File: config.mk
export PLATFORM = sky130hd
export DESIGN_NAME = ifec_intc
export DESIGN_NICKNAME = d
export VERILOG_FILES = /design/src/ifec_pkg.sv /design/src/ifec_intc.sv
export SDC_FILE = /design/constraint.sdc
export NUM_CORES = 1
export LEC_CHECK = 0
export BUFFER_PORTS_ARGS = -buffer_cell sky130_fd_sc_hd__buf_4
export CORE_MARGIN = 8
export CORE_UTILIZATION = 30
export DETAILED_ROUTE_END_ITERATION = 16
export MAX_ROUTING_LAYER = met4
export PLACE_DENSITY = 0.52
export SLEW_MARGIN = 20
export SYNTH_ARGS = -nofsm -noshare
export SYNTH_HDL_FRONTEND = slang
export SYNTH_SLANG_ARGS = --single-unit
File: constraint.sdc
create_clock -name clock_i -period 2.36 [get_ports clock_i]
set_input_delay 0.236 -clock clock_i [delete_from_list [all_inputs] [get_ports clock_i]]
set_output_delay 0.236 -clock clock_i [all_outputs]
set_load 0.01 [all_outputs]
File: src/ifec_pkg.sv
// Package: register map, field positions, edge codes and bus carrier of the interrupt block
`default_nettype none

package ifec_pkg;

   // ----------------------------------------------------------------
   // Widths and sizes
   // ----------------------------------------------------------------
   localparam int unsigned DATA_W = 8;
   localparam int unsigned ADDR_W = 4;
   localparam int unsigned NUM_PINS = 2;
   localparam int unsigned NUM_GROUPS = 3;
   localparam int unsigned GROUP_SRC = 4;
   localparam int unsigned NUM_REQ = 7;
   localparam int unsigned EVT_W = 5;

   // ----------------------------------------------------------------
   // Register offsets
   // ----------------------------------------------------------------
   localparam logic [ADDR_W-1:0] OFF_EDGE_SEL = 4'h0;
   localparam logic [ADDR_W-1:0] OFF_CTRL0 = 4'h1;
   localparam logic [ADDR_W-1:0] OFF_CTRL1 = 4'h2;
   localparam logic [ADDR_W-1:0] OFF_GROUP0 = 4'h3;
   localparam logic [ADDR_W-1:0] OFF_EVT_STATUS = 4'h6;
   localparam logic [ADDR_W-1:0] OFF_EVT_MASK = 4'h7;

   // ----------------------------------------------------------------
   // Reset values and writable bit masks
   // ----------------------------------------------------------------
   localparam logic [DATA_W-1:0] RST_REG = 8'h00;
   localparam logic [EVT_W-1:0] RST_EVT = 5'h00;
   localparam logic [DATA_W-1:0] EDGE_USED_MASK = 8'h0f;
   localparam logic [DATA_W-1:0] CTRL0_USED_MASK = 8'h7f;
   localparam logic [NUM_GROUPS-1:0][DATA_W-1:0] GROUP_USED_MASK = {8'h33, 8'hff, 8'hff};

   // ----------------------------------------------------------------
   // Field positions
   // ----------------------------------------------------------------
   localparam int unsigned EDGE_A_LSB = 0;
   localparam int unsigned EDGE_B_LSB = 2;
   localparam int unsigned GLOBAL_EN_BIT = 0;
   localparam int unsigned PIN_A_EN_BIT = 1;
   localparam int unsigned PIN_B_EN_BIT = 2;
   localparam int unsigned CONV_EN_BIT = 3;
   localparam int unsigned PIN_A_FLAG_BIT = 4;
   localparam int unsigned PIN_B_FLAG_BIT = 5;
   localparam int unsigned CONV_FLAG_BIT = 6;
   localparam int unsigned GRP_EN_LSB = 0;
   localparam int unsigned OVP_EN_BIT = 3;
   localparam int unsigned GRP_FLAG_LSB = 4;
   localparam int unsigned OVP_FLAG_BIT = 7;
   localparam int unsigned SRC_FLAG_LSB = 4;
   localparam int unsigned EVT_CORE_BIT = 4;

   // Edge selection codes
   typedef enum logic [1:0] {
      EDGE_OFF = 2'h0,
      EDGE_RISE = 2'h1,
      EDGE_FALL = 2'h2,
      EDGE_BOTH = 2'h3
   } ifec_edge_type;

   // Register port request
   typedef struct packed {
      logic [ADDR_W-1:0] addr;
      logic [DATA_W-1:0] wdata;
      logic wr;
      logic rd;
   } ifec_bus_req_type;

endpackage

`default_nettype wire

File: src/ifec_intc.sv
// Interrupt flag and enable control: edge detection, request flags, gating toward the core
`timescale 1ns/10ps
`default_nettype none

module ifec_intc (
   // Clock and reset
   input wire logic clock_i,
   input wire logic reset_i,
   // Register port
   input wire ifec_pkg::ifec_bus_req_type bus_i,
   output logic [ifec_pkg::DATA_W-1:0] rdata_o,
   // External interrupt pins
   input wire logic ext_irq_pin_a_i,
   input wire logic ext_irq_pin_b_i,
   // Peripheral request pulses
   input wire logic converter_req_i,
   input wire logic overvoltage_req_i,
   input wire logic [ifec_pkg::NUM_GROUPS-1:0][ifec_pkg::GROUP_SRC-1:0] group_src_req_i,
   // Core request and block interrupt
   output logic core_irq_o,
   output logic irq_o
);

   // ----------------------------------------------------------------
   // Storage
   // ----------------------------------------------------------------
   logic [ifec_pkg::DATA_W-1:0] edge_sel;
   logic [ifec_pkg::DATA_W-1:0] ctrl0;
   logic [ifec_pkg::DATA_W-1:0] ctrl1;
   logic [ifec_pkg::DATA_W-1:0] group_reg [ifec_pkg::NUM_GROUPS];
   logic [ifec_pkg::EVT_W-1:0] evt_status;
   logic [ifec_pkg::EVT_W-1:0] evt_mask;
   logic [ifec_pkg::NUM_PINS-1:0] pin_now;
   logic [ifec_pkg::NUM_PINS-1:0] pin_prev;
   logic [ifec_pkg::NUM_PINS-1:0] pin_hit;
   logic [ifec_pkg::NUM_GROUPS-1:0] group_pending;
   logic [ifec_pkg::NUM_REQ-1:0] req_vec;
   logic next_core_irq;
   logic [ifec_pkg::EVT_W-1:0] evt_set;
   logic [ifec_pkg::EVT_W-1:0] next_evt_status;
   logic [ifec_pkg::DATA_W-1:0] next_rdata;
   logic wr_edge;
   logic wr_ctrl0;
   logic wr_ctrl1;
   logic wr_status;
   logic wr_mask;

   // ----------------------------------------------------------------
   // Address decode
   // ----------------------------------------------------------------
   assign wr_edge = bus_i.wr && (bus_i.addr == ifec_pkg::OFF_EDGE_SEL);
   assign wr_ctrl0 = bus_i.wr && (bus_i.addr == ifec_pkg::OFF_CTRL0);
   assign wr_ctrl1 = bus_i.wr && (bus_i.addr == ifec_pkg::OFF_CTRL1);
   assign wr_status = bus_i.wr && (bus_i.addr == ifec_pkg::OFF_EVT_STATUS);
   assign wr_mask = bus_i.wr && (bus_i.addr == ifec_pkg::OFF_EVT_MASK);

   // ----------------------------------------------------------------
   // External pin edge detection
   // ----------------------------------------------------------------
   assign pin_now = {ext_irq_pin_b_i, ext_irq_pin_a_i};

   // Previous pin level; pins are already synchronous to the clock
   always_ff @(posedge clock_i or posedge reset_i) begin
      if (reset_i) begin
         pin_prev <= '0;
      end else begin
         pin_prev <= pin_now;
      end
   end

   // Edge selection register, upper nibble never stored
   always_ff @(posedge clock_i or posedge reset_i) begin
      if (reset_i) begin
         edge_sel <= ifec_pkg::RST_REG;
      end else if (wr_edge) begin
         edge_sel <= bus_i.wdata & ifec_pkg::EDGE_USED_MASK;
      end
   end

   // Per-pin edge decode; pin 0 is pin a, pin 1 is pin b
   for (genvar p = 0; p < ifec_pkg::NUM_PINS; p++) begin : g_pin
      ifec_pkg::ifec_edge_type sel;
      logic rise;
      logic fall;
      assign sel = ifec_pkg::ifec_edge_type'(edge_sel[2*p +: 2]);
      assign rise = pin_now[p] && !pin_prev[p];
      assign fall = !pin_now[p] && pin_prev[p];
      assign pin_hit[p] = ((sel == ifec_pkg::EDGE_RISE) && rise)
                       || ((sel == ifec_pkg::EDGE_FALL) && fall)
                       || ((sel == ifec_pkg::EDGE_BOTH) && (rise || fall));
   end

   // ----------------------------------------------------------------
   // Primary control register 0
   // ----------------------------------------------------------------
   // Hardware sets come after the software write so a set in the clearing cycle wins
   always_ff @(posedge clock_i or posedge reset_i) begin
      if (reset_i) begin
         ctrl0 <= ifec_pkg::RST_REG;
      end else begin
         if (wr_ctrl0) begin
            ctrl0 <= bus_i.wdata & ifec_pkg::CTRL0_USED_MASK;
         end
         if (pin_hit[0]) begin
            ctrl0[ifec_pkg::PIN_A_FLAG_BIT] <= 1'b1;
         end
         if (pin_hit[1]) begin
            ctrl0[ifec_pkg::PIN_B_FLAG_BIT] <= 1'b1;
         end
         if (converter_req_i) begin
            ctrl0[ifec_pkg::CONV_FLAG_BIT] <= 1'b1;
         end
      end
   end

   // ----------------------------------------------------------------
   // Multi-function group registers
   // ----------------------------------------------------------------
   // Upper nibble holds source flags, lower nibble the matching enables
   for (genvar g = 0; g < ifec_pkg::NUM_GROUPS; g++) begin : g_group
      logic [ifec_pkg::GROUP_SRC-1:0] src_set;
      // Group 2 has only two sources; its spare request lines are masked off
      assign src_set = group_src_req_i[g]
                    & ifec_pkg::GROUP_USED_MASK[g][ifec_pkg::SRC_FLAG_LSB +: 4];

      always_ff @(posedge clock_i or posedge reset_i) begin
         if (reset_i) begin
            group_reg[g] <= ifec_pkg::RST_REG;
         end else begin
            if (bus_i.wr && (bus_i.addr == ifec_pkg::OFF_GROUP0 + 4'(g))) begin
               group_reg[g] <= bus_i.wdata & ifec_pkg::GROUP_USED_MASK[g];
            end
            for (int s = 0; s < ifec_pkg::GROUP_SRC; s++) begin
               if (src_set[s]) begin
                  group_reg[g][ifec_pkg::SRC_FLAG_LSB + s] <= 1'b1;
               end
            end
         end
      end

      assign group_pending[g] = |(group_reg[g][ifec_pkg::SRC_FLAG_LSB +: 4]
                                 & group_reg[g][3:0]);
   end

   // ----------------------------------------------------------------
   // Primary control register 1
   // ----------------------------------------------------------------
   // A group flag re-arms while any enabled source in it still waits
   always_ff @(posedge clock_i or posedge reset_i) begin
      if (reset_i) begin
         ctrl1 <= ifec_pkg::RST_REG;
      end else begin
         if (wr_ctrl1) begin
            ctrl1 <= bus_i.wdata;
         end
         if (overvoltage_req_i) begin
            ctrl1[ifec_pkg::OVP_FLAG_BIT] <= 1'b1;
         end
         for (int g = 0; g < ifec_pkg::NUM_GROUPS; g++) begin
            if (group_pending[g]) begin
               ctrl1[ifec_pkg::GRP_FLAG_LSB + g] <= 1'b1;
            end
         end
      end
   end

   // ----------------------------------------------------------------
   // Request gating toward the core
   // ----------------------------------------------------------------
   // flag and own enable
   assign req_vec[0] = ctrl0[ifec_pkg::PIN_A_FLAG_BIT] && ctrl0[ifec_pkg::PIN_A_EN_BIT];
   assign req_vec[1] = ctrl0[ifec_pkg::PIN_B_FLAG_BIT] && ctrl0[ifec_pkg::PIN_B_EN_BIT];
   assign req_vec[2] = ctrl0[ifec_pkg::CONV_FLAG_BIT] && ctrl0[ifec_pkg::CONV_EN_BIT];
   assign req_vec[3] = ctrl1[ifec_pkg::OVP_FLAG_BIT] && ctrl1[ifec_pkg::OVP_EN_BIT];
   assign req_vec[6:4] = ctrl1[ifec_pkg::GRP_FLAG_LSB +: 3] & ctrl1[ifec_pkg::GRP_EN_LSB +: 3];

   assign next_core_irq = ctrl0[ifec_pkg::GLOBAL_EN_BIT] && (|req_vec);

   // core suspend request, held while the global enable is set and any gated request stands
   always_ff @(posedge clock_i or posedge reset_i) begin
      if (reset_i) begin
         core_irq_o <= 1'b0;
      end else begin
         core_irq_o <= next_core_irq;
      end
   end

   // ----------------------------------------------------------------
   // Event status, mask and block interrupt
   // ----------------------------------------------------------------
   // Events: pin a, pin b, converter, over-voltage, new core request
   assign evt_set = {next_core_irq && !core_irq_o, overvoltage_req_i, converter_req_i,
                     pin_hit[1], pin_hit[0]};

   // Write one to clear; a new event in the same cycle keeps its bit set
   assign next_evt_status = (evt_status
                            & ~(wr_status ? bus_i.wdata[ifec_pkg::EVT_W-1:0] : '0))
                          | evt_set;

   always_ff @(posedge clock_i or posedge reset_i) begin
      if (reset_i) begin
         evt_status <= ifec_pkg::RST_EVT;
      end else begin
         evt_status <= next_evt_status;
      end
   end

   always_ff @(posedge clock_i or posedge reset_i) begin
      if (reset_i) begin
         evt_mask <= ifec_pkg::RST_EVT;
      end else if (wr_mask) begin
         evt_mask <= bus_i.wdata[ifec_pkg::EVT_W-1:0];
      end
   end

   // Built from the next status so the output tracks the stored bits
   always_ff @(posedge clock_i or posedge reset_i) begin
      if (reset_i) begin
         irq_o <= 1'b0;
      end else if (wr_mask) begin
         irq_o <= |(next_evt_status & bus_i.wdata[ifec_pkg::EVT_W-1:0]);
      end else begin
         irq_o <= |(next_evt_status & evt_mask);
      end
   end

   // ----------------------------------------------------------------
   // Read path
   // ----------------------------------------------------------------
   // Unmapped offsets read zero; data stands only in the cycle after the strobe
   always_comb begin
      next_rdata = '0;
      case (bus_i.addr)
         ifec_pkg::OFF_EDGE_SEL: next_rdata = edge_sel;
         ifec_pkg::OFF_CTRL0: next_rdata = ctrl0;
         ifec_pkg::OFF_CTRL1: next_rdata = ctrl1;
         4'h3: next_rdata = group_reg[0];
         4'h4: next_rdata = group_reg[1];
         4'h5: next_rdata = group_reg[2];
         ifec_pkg::OFF_EVT_STATUS: next_rdata = {3'h0, evt_status};
         ifec_pkg::OFF_EVT_MASK: next_rdata = {3'h0, evt_mask};
         default: next_rdata = '0;
      endcase
   end

   always_ff @(posedge clock_i or posedge reset_i) begin
      if (reset_i) begin
         rdata_o <= ifec_pkg::RST_REG;
      end else if (bus_i.rd) begin
         rdata_o <= next_rdata;
      end else begin
         rdata_o <= '0;
      end
   end

   // ----------------------------------------------------------------
   // Assertions
   // ----------------------------------------------------------------
   a_edge_b_rise: assert property (
      @(posedge clock_i) disable iff (reset_i)
      (edge_sel[3:2] == 2'h1 && pin_now[1] && !pin_prev[1])
         |=> ctrl0[ifec_pkg::PIN_B_FLAG_BIT])
      else $error("pin b rising edge did not set its flag");

   a_edge_b_nofall: assert property (
      @(posedge clock_i) disable iff (reset_i)
      (edge_sel[3:2] == 2'h1 && !pin_now[1] && pin_prev[1]
       && !ctrl0[ifec_pkg::PIN_B_FLAG_BIT] && !wr_ctrl0)
         |=> !ctrl0[ifec_pkg::PIN_B_FLAG_BIT])
      else $error("pin b falling edge set flag in rising mode");

   a_edge_a_off: assert property (
      @(posedge clock_i) disable iff (reset_i)
      (edge_sel[1:0] == 2'h0 && !ctrl0[ifec_pkg::PIN_A_FLAG_BIT] && !wr_ctrl0)
         |=> !ctrl0[ifec_pkg::PIN_A_FLAG_BIT])
      else $error("pin a flag set while detection disabled");

   a_edge_a_fall: assert property (
      @(posedge clock_i) disable iff (reset_i)
      (edge_sel[1:0] == 2'h2 && !pin_now[0] && pin_prev[0])
         |=> ctrl0[ifec_pkg::PIN_A_FLAG_BIT])
      else $error("pin a falling edge did not set its flag");

   a_global_block: assert property (
      @(posedge clock_i) disable iff (reset_i)
      !ctrl0[ifec_pkg::GLOBAL_EN_BIT] |=> !core_irq_o)
      else $error("core request raised with global enable off");

   a_conv_flag: assert property (
      @(posedge clock_i) disable iff (reset_i)
      converter_req_i |=> ctrl0[ifec_pkg::CONV_FLAG_BIT])
      else $error("converter request lost");

   a_ovp_flag: assert property (
      @(posedge clock_i) disable iff (reset_i)
      overvoltage_req_i |=> ctrl1[ifec_pkg::OVP_FLAG_BIT])
      else $error("over-voltage request lost");

   a_group_summary: assert property (
      @(posedge clock_i) disable iff (reset_i)
      (group_reg[1][5] && group_reg[1][1]) |=> ctrl1[ifec_pkg::GRP_FLAG_LSB + 1])
      else $error("group 1 flag does not follow its sources");

   a_group_enable: assert property (
      @(posedge clock_i) disable iff (reset_i)
      (ctrl0[ifec_pkg::GLOBAL_EN_BIT] && ctrl1[4] && ctrl1[0]) |=> core_irq_o)
      else $error("enabled group 0 did not reach the core");

   a_reserved_zero: assert property (
      @(posedge clock_i) disable iff (reset_i)
      (bus_i.rd && (bus_i.addr == ifec_pkg::OFF_CTRL0 || bus_i.addr == ifec_pkg::OFF_EDGE_SEL))
         |=> (rdata_o[7] == 1'b0) && (edge_sel[7:4] == 4'h0))
      else $error("reserved bits read non-zero");

   a_core_suspend: assert property (
      @(posedge clock_i) disable iff (reset_i)
      (ctrl0[ifec_pkg::GLOBAL_EN_BIT] && ctrl0[ifec_pkg::CONV_EN_BIT] && converter_req_i
       && !wr_ctrl0)
         |-> ##2 core_irq_o)
      else $error("enabled converter request did not suspend the core");

   a_timer_src: assert property (
      @(posedge clock_i) disable iff (reset_i)
      group_src_req_i[0][3] |=> group_reg[0][7])
      else $error("timer comparator A flag not set");

   a_req_gate: assert property (
      @(posedge clock_i) disable iff (reset_i)
      core_irq_o |-> $past(ctrl0[ifec_pkg::GLOBAL_EN_BIT]) && ($past(req_vec) != 7'h00))
      else $error("core request without flag, enable and global enable");

endmodule // ifec_intc

`default_nettype wire

==> results of run 1 <==
[layer usage]
| layer | up-vias | global-route usage [%] | share of wire [%] |
|---|---|---|---|
| met5 | - | - | 0 |
| met4 | 0 | 4.96 | 1.7 |
| met3 | 12 | 3.26 | 4.5 |
| met2 | 50 | 19.9 | 47 |
| met1 | 1253 | 17.3 | 47 |
| li1 | 1142 | - | - |
[cell usage in the layout (no fill, tap or decap), drive strengths merged, types with 2 or more instances in the layout]
cell / count
o21ai: 16
a31oi: 2
o211ai: 4
nor3: 4
a222oi: 2
a21o: 2
dfrtp: 61
nand3b: 2
mux2i: 10
a21oi: 8
nand3: 12
mux2: 25
a22oi: 10
nand2: 23
ha: 4
and3: 2
nand4b: 2
a22o: 2
a221oi: 2
clkbuf: 12
nor2b: 16
and3b: 4
a32oi: 2
o2bb2ai: 3
buf: 46
a211oi: 2
nor2: 18
a211o: 12
nand2b: 2
inv: 11
bufinv: 2
[what timing repair did]
item | 4_1_cts | 5_1_grt
hold endpoints to repair | 61 | 0
hold buffers | 1 | 0
buffers inserted | 0 | 0
[stage by stage]
| stage | cell area [µm²] | std cells | worst slack [ns] | util (%) | hold slack, ns |
|---|---|---|---|---|---|
| after global routing | 3800 | 472 | 0.404 | 37.3 | 0.0189 |
| after CTS | 3800 | 472 | 0.522 | 37.3 | 0.0108 |
| after global placement | 3550 | 456 | 0.531 | 34.9 | 0.329 |
| after floorplan | 3100 | 290 | 0.611 | - | 0.267 |
| after detailed placement | 3550 | 456 | 0.497 | 34.9 | 0.337 |
| final | 3800 | 472 | 0.507 | 37.3 | 0.0290 |
[worst paths after layout]
check,startpoint,slack (ns),end,cells past startpoint
worst max-delay path,pin_prev[0],0.51,irq_o,7
worst min-delay path,ext_irq_pin_a_i,0.03,pin_prev[0],1
worst max register to register,pin_prev[0],0.51,irq_o,7
worst min register to register,core_irq_o,0.49,evt_status[4],1
max in group asynchronous,reset_i,1.55,core_irq_o,4
min in group asynchronous,reset_i,0.50,irq_o,4
[cells by family (layout without fill, tap and decap cells)]
logic type                 after synthesis  after routing  share of synthesized area [%]
and+or+nand+nor                         90             90                           15.8
DFF                                     61             61                           49.2
muxes                                   36             36                           13.0
buffers and inverters                   27             73                           3.83
AOI/OAI and AO/OA                       72             72                           16.6
adders and majority gates                4              4                           1.61
[final cells by class]
type	count	area, µm²
clock inverters	3	67.6
fillers	1055	6390
clock buffers	12	165
multi-input cells	202	1460
repair buffers	47	368
well taps	136	170
inverters	11	41.3
flip-flops and latches	61	1530
[critical path: stages, from the launching register on]
cell       delay (ns)
dfrtp_1          0.34
inv_1            0.05
ha_1             0.16
or2_2            0.28
a31oi_1          0.30
nor2_1           0.07
nor4_1           0.41
o2bb2ai_1        0.11
[where the power goes]
part,switching (µW),total (µW),internal (µW)
logic,244,496,252
registers,127,1310,1180
clock network,411,1090,676
total,781,2890,2110
==> impl_metrics.env, run 1 <==
export IMPL_synth_area_leaders="dfrtp_1 (49%), mux2_2 (9.1%), a211o_1 (3.4%)"
export IMPL_io_pins=42
export IMPL_clock_sinks=61
export IMPL_skew_ns=0.0120
export IMPL_rsz0062_at_grt="false"
export IMPL_start_kind="flop"
export IMPL_layout_drive_gt1_share_pct=28.3
export IMPL_cts_inserted_buffers=9
export IMPL_start_util_pct=30.5
export IMPL_synthTopCellsByCount="dfrtp_1 (61), mux2_2 (25), nand2_1 (23)"
export IMPL_syn_nets=326
export IMPL_drv_cap=0
export IMPL_synth_cell_area_um2=3100
export IMPL_drt_initial_drc_count=241
export IMPL_die_area_um2=13900
export IMPL_critPathCaptureType="flop"
export IMPL_syn_avg_cell_area_um2=10.7
export IMPL_cp_arrival_ns=2.06
export IMPL_ys_warn_count=0
export IMPL_total_power_uw=2890
export IMPL_largest_reg_flops=20
export IMPL_hp_class="input pin to flop"
export IMPL_vdd_drop_max_v=0.000287
export IMPL_fin_crit_sh_pct=78.5
export IMPL_worstSkewPairLatency_ns=0.34
export IMPL_drtPass1Iterations=4
export IMPL_place_congestion=0.872
export IMPL_synth_ff_type="dfrtp_1"
export IMPL_synth_most_common_cell="dfrtp_1"
export IMPL_clk_pin_slew_ns=0.06
export IMPL_nets=368
export IMPL_drc=0
export IMPL_track_usage_pct=13.4
export IMPL_yosys_register_bits=61
export IMPL_grt_pass1_vias=2583
export IMPL_p_leak_uw=0.00163
export IMPL_gr_total_overflow=0
export IMPL_setup_viol=0
export IMPL_worstSetupPathType="flop to flop"
export IMPL_die_x_um=118
export IMPL_cts_root_buffer_cell="clkbuf_8"
export IMPL_power_density_nw_per_um2=762
export IMPL_drv_slew=0
export IMPL_clockBufferDepth=2
export IMPL_required_ns=2.57
export IMPL_fin_crit_ns=1.85
export IMPL_die_h_um=118
export IMPL_antennaDiodeCount=0
export IMPL_synth_top_cell_area_share_pct=49.2
export IMPL_hold_viol_final=0
export IMPL_core_area_um2=10200
export IMPL_ys_seq_area_share_pct=49.2
export IMPL_areaGrowthSynthToFinish_pct=22.3
export IMPL_antenna_found_initial=0
export IMPL_wirelength_mm=8.61
export IMPL_synthDistinctLibCells=47
export IMPL_post_synth_top_area_cell="dfrtp_1"
export IMPL_maxSlewHeadroom_pct=73.4
export IMPL_max_freq_mhz=540
export IMPL_critPathMaxFanout=3
export IMPL_synth_edf_count=0
export IMPL_rows=37
export IMPL_vias_per_cell=5.21
export IMPL_synth_cells=290
export IMPL_numPortBuffers=39
export IMPL_grt_start_max_net_pins=62
export IMPL_grt_pass1_wl_mm=14.3
export IMPL_vias=2457
export IMPL_htreeDepth=3
export IMPL_hpwl_mm=6.35
export IMPL_cts_resized=0
export IMPL_status="finished, final reports clean"
export IMPL_worst_pin_slew_ns=0.395
export IMPL_wl_per_cell_um=18.3
export IMPL_antenna_left=0
export IMPL_cts_tree="done"
export IMPL_async_reset_ff_share_pct=100
export IMPL_fin_setup_tns_ns=0
No activity file was read; power rests on OpenSTA's default activity.
==> inputs of run 2 (changes only) <==
==> constraint.sdc (replaced) <==
create_clock -name clock_i -period 1.8 [get_ports clock_i]
set_input_delay 0.18 -clock clock_i [delete_from_list [all_inputs] [get_ports clock_i]]
set_output_delay 0.18 -clock clock_i [all_outputs]
set_load 0.01 [all_outputs]
==> impl_metrics.env, run 2 (synthesis gave the netlist of run 1 again) <==
export IMPL_maxSlewHeadroom_pct=75.0
export IMPL_drv_cap=0
export IMPL_holdPathStages=2
export IMPL_drv_slew=0
export IMPL_die_h_um=118
export IMPL_fin_setup_tns_ns=0
export IMPL_antenna_found_initial=0
export IMPL_start_util_pct=30.5
export IMPL_grt_start_max_net_pins=62
export IMPL_start_kind="input pin"
export IMPL_final_common_cell="dfrtp_1"
export IMPL_largest_reg_flops=20
export IMPL_vdd_drop_max_v=0.000349
export IMPL_clockBufferDepth=2
export IMPL_vias=2472
export IMPL_vias_per_cell=5.12
export IMPL_grt_pass1_vias=2628
export IMPL_io_pins=42
export IMPL_r2r_end="irq_o"
export IMPL_hp_start="group_src_req_i[3]"
export IMPL_critPathMaxFanout=4
export IMPL_nets=379
export IMPL_power_density_nw_per_um2=960
export IMPL_place_congestion=0.825
export IMPL_cts_tree="done"
export IMPL_cts_root_buffer_cell="clkbuf_8"
export IMPL_clk_pin_slew_ns=0.07
export IMPL_fin_crit_ns=1.70
export IMPL_gr_total_overflow=0
export IMPL_layout_drive_gt1_share_pct=30.5
export IMPL_hp_class="input pin to flop"
export IMPL_core_area_um2=10200
export IMPL_wl_per_cell_um=18.0
export IMPL_most_common_layout_cells="dfrtp_1 (61), buf_4 (54), mux2_2 (25)"
export IMPL_track_usage_pct=13.5
export IMPL_nFillCells=1048
export IMPL_highest_layer="met4"
export IMPL_antenna_left=0
export IMPL_dr_wl_met3_um=530
export IMPL_max_freq_mhz=590
export IMPL_rsz0062_at_grt="false"
export IMPL_required_ns=2.03
export IMPL_hpwl_mm=6.41
export IMPL_drc=0
export IMPL_hold_viol_final=0
export IMPL_setup_viol=0
export IMPL_skew_ns=0.0115
export IMPL_rows=37
export IMPL_die_x_um=118
export IMPL_areaGrowthSynthToFinish_pct=24.9
export IMPL_drt_initial_drc_count=194
export IMPL_drtPass1Iterations=4
export IMPL_timing_rr_start="pin_prev[0]"
export IMPL_worst_r2r_cell_count=7
export IMPL_whs_endpoint="group_reg[23]"
export IMPL_status="finished, final reports clean"
export IMPL_met1Wirelength_mm=4.01
export IMPL_die_area_um2=13900
export IMPL_cp_arrival_ns=1.92
export IMPL_total_power_uw=3720
export IMPL_htreeDepth=3
export IMPL_worst_pin_slew_ns=0.375
export IMPL_antennaDiodeCount=0
export IMPL_dr_wl_met2_mm=4.11
export IMPL_cts_inserted_buffers=9
export IMPL_numPortBuffers=39
export IMPL_r2r_slack_ns=0.16
export IMPL_worstSetupPathType="input pin to flop"
export IMPL_grt_pass1_wl_mm=14.4
export IMPL_worstSkewPairLatency_ns=0.34
export IMPL_critPathCaptureType="flop"
export IMPL_clock_sinks=61
export IMPL_fin_crit_sh_pct=94.2
export IMPL_p_leak_uw=0.00167
export IMPL_wirelength_mm=8.69
## run 2: area by class of cell
cell class / instances / area [µm²] / share of cell area, %
tap: 136 / 170 / 4.39
clock inverter: 6 / 88.8 / 2.29
sequential: 61 / 1530 / 39.4
timing repair buffer: 58 / 455 / 11.7
multi-input combinational: 202 / 1470 / 37.9
inverter: 11 / 41.3 / 1.07
clock buffer: 9 / 124 / 3.20
## run 2: metal layers
| metal | track usage (%) | vias to the layer above |
|---|---|---|
| li1 | - | 1172 |
| met1 | 17.3 | 1219 |
| met2 | 20.5 | 77 |
| met3 | 4.08 | 4 |
| met4 | 2.88 | 0 |
| met5 | - | - |
## run 2: report_power, final
part | internal (µW) | total [µW] | switching, µW | leakage (µW)
clock | 771 | 1320 | 552 | 0.000101
sequential | 1550 | 1720 | 167 | 0.000685
combinational | 350 | 679 | 329 | 0.000883
total | 2670 | 3720 | 1050 | 0.00167
## run 2: stage by stage
step / std cells / cell area [µm²] / hold slack [ns] / worst slack, ns / utilization [%]
finish: 483 / 3880 / 0.0180 / 0.105 / 38.1
global route: 483 / 3880 / 0.00510 / 0.00483 / 38.1
CTS: 482 / 3860 / 0.00364 / 0.0789 / 37.9
detailed placement: 464 / 3610 / 0.281 / 0.103 / 35.5
global placement: 464 / 3610 / 0.281 / 0.151 / 35.5
floorplan: 290 / 3100 / 0.211 / 0.107 / -
## run 2: worst max-delay path, cell delays in order
cell	delay, ns
dlygate4sd3_1	0.53
buf_4	0.12
inv_1	0.04
ha_1	0.18
nand3b_1	0.19
o22ai_1	0.13
nand4b_1	0.25
nor3_2	0.22
o2bb2ai_1	0.09
## run 2: how the worst max path moves through the flow
stage | startpoint | endpoint | slack (ns)
floorplan | reset_i | core_irq_o | 0.11
CTS | ext_irq_pin_b_i | irq_o | 0.08
finish | ext_irq_pin_b_i | irq_o | 0.10
global route | pin_prev[0] | irq_o | 0.005
detailed placement | pin_prev[0] | irq_o | 0.10
global placement | pin_prev[0] | irq_o | 0.15
## run 2: repair_timing
action | in CTS | in global routing
hold buffers | 3 | 0
setup buffers | 0 | 1
gates resized for setup | 0 | 2
endpoints found under the setup margin | 0 | 1
hold endpoints to repair | 63 | 0
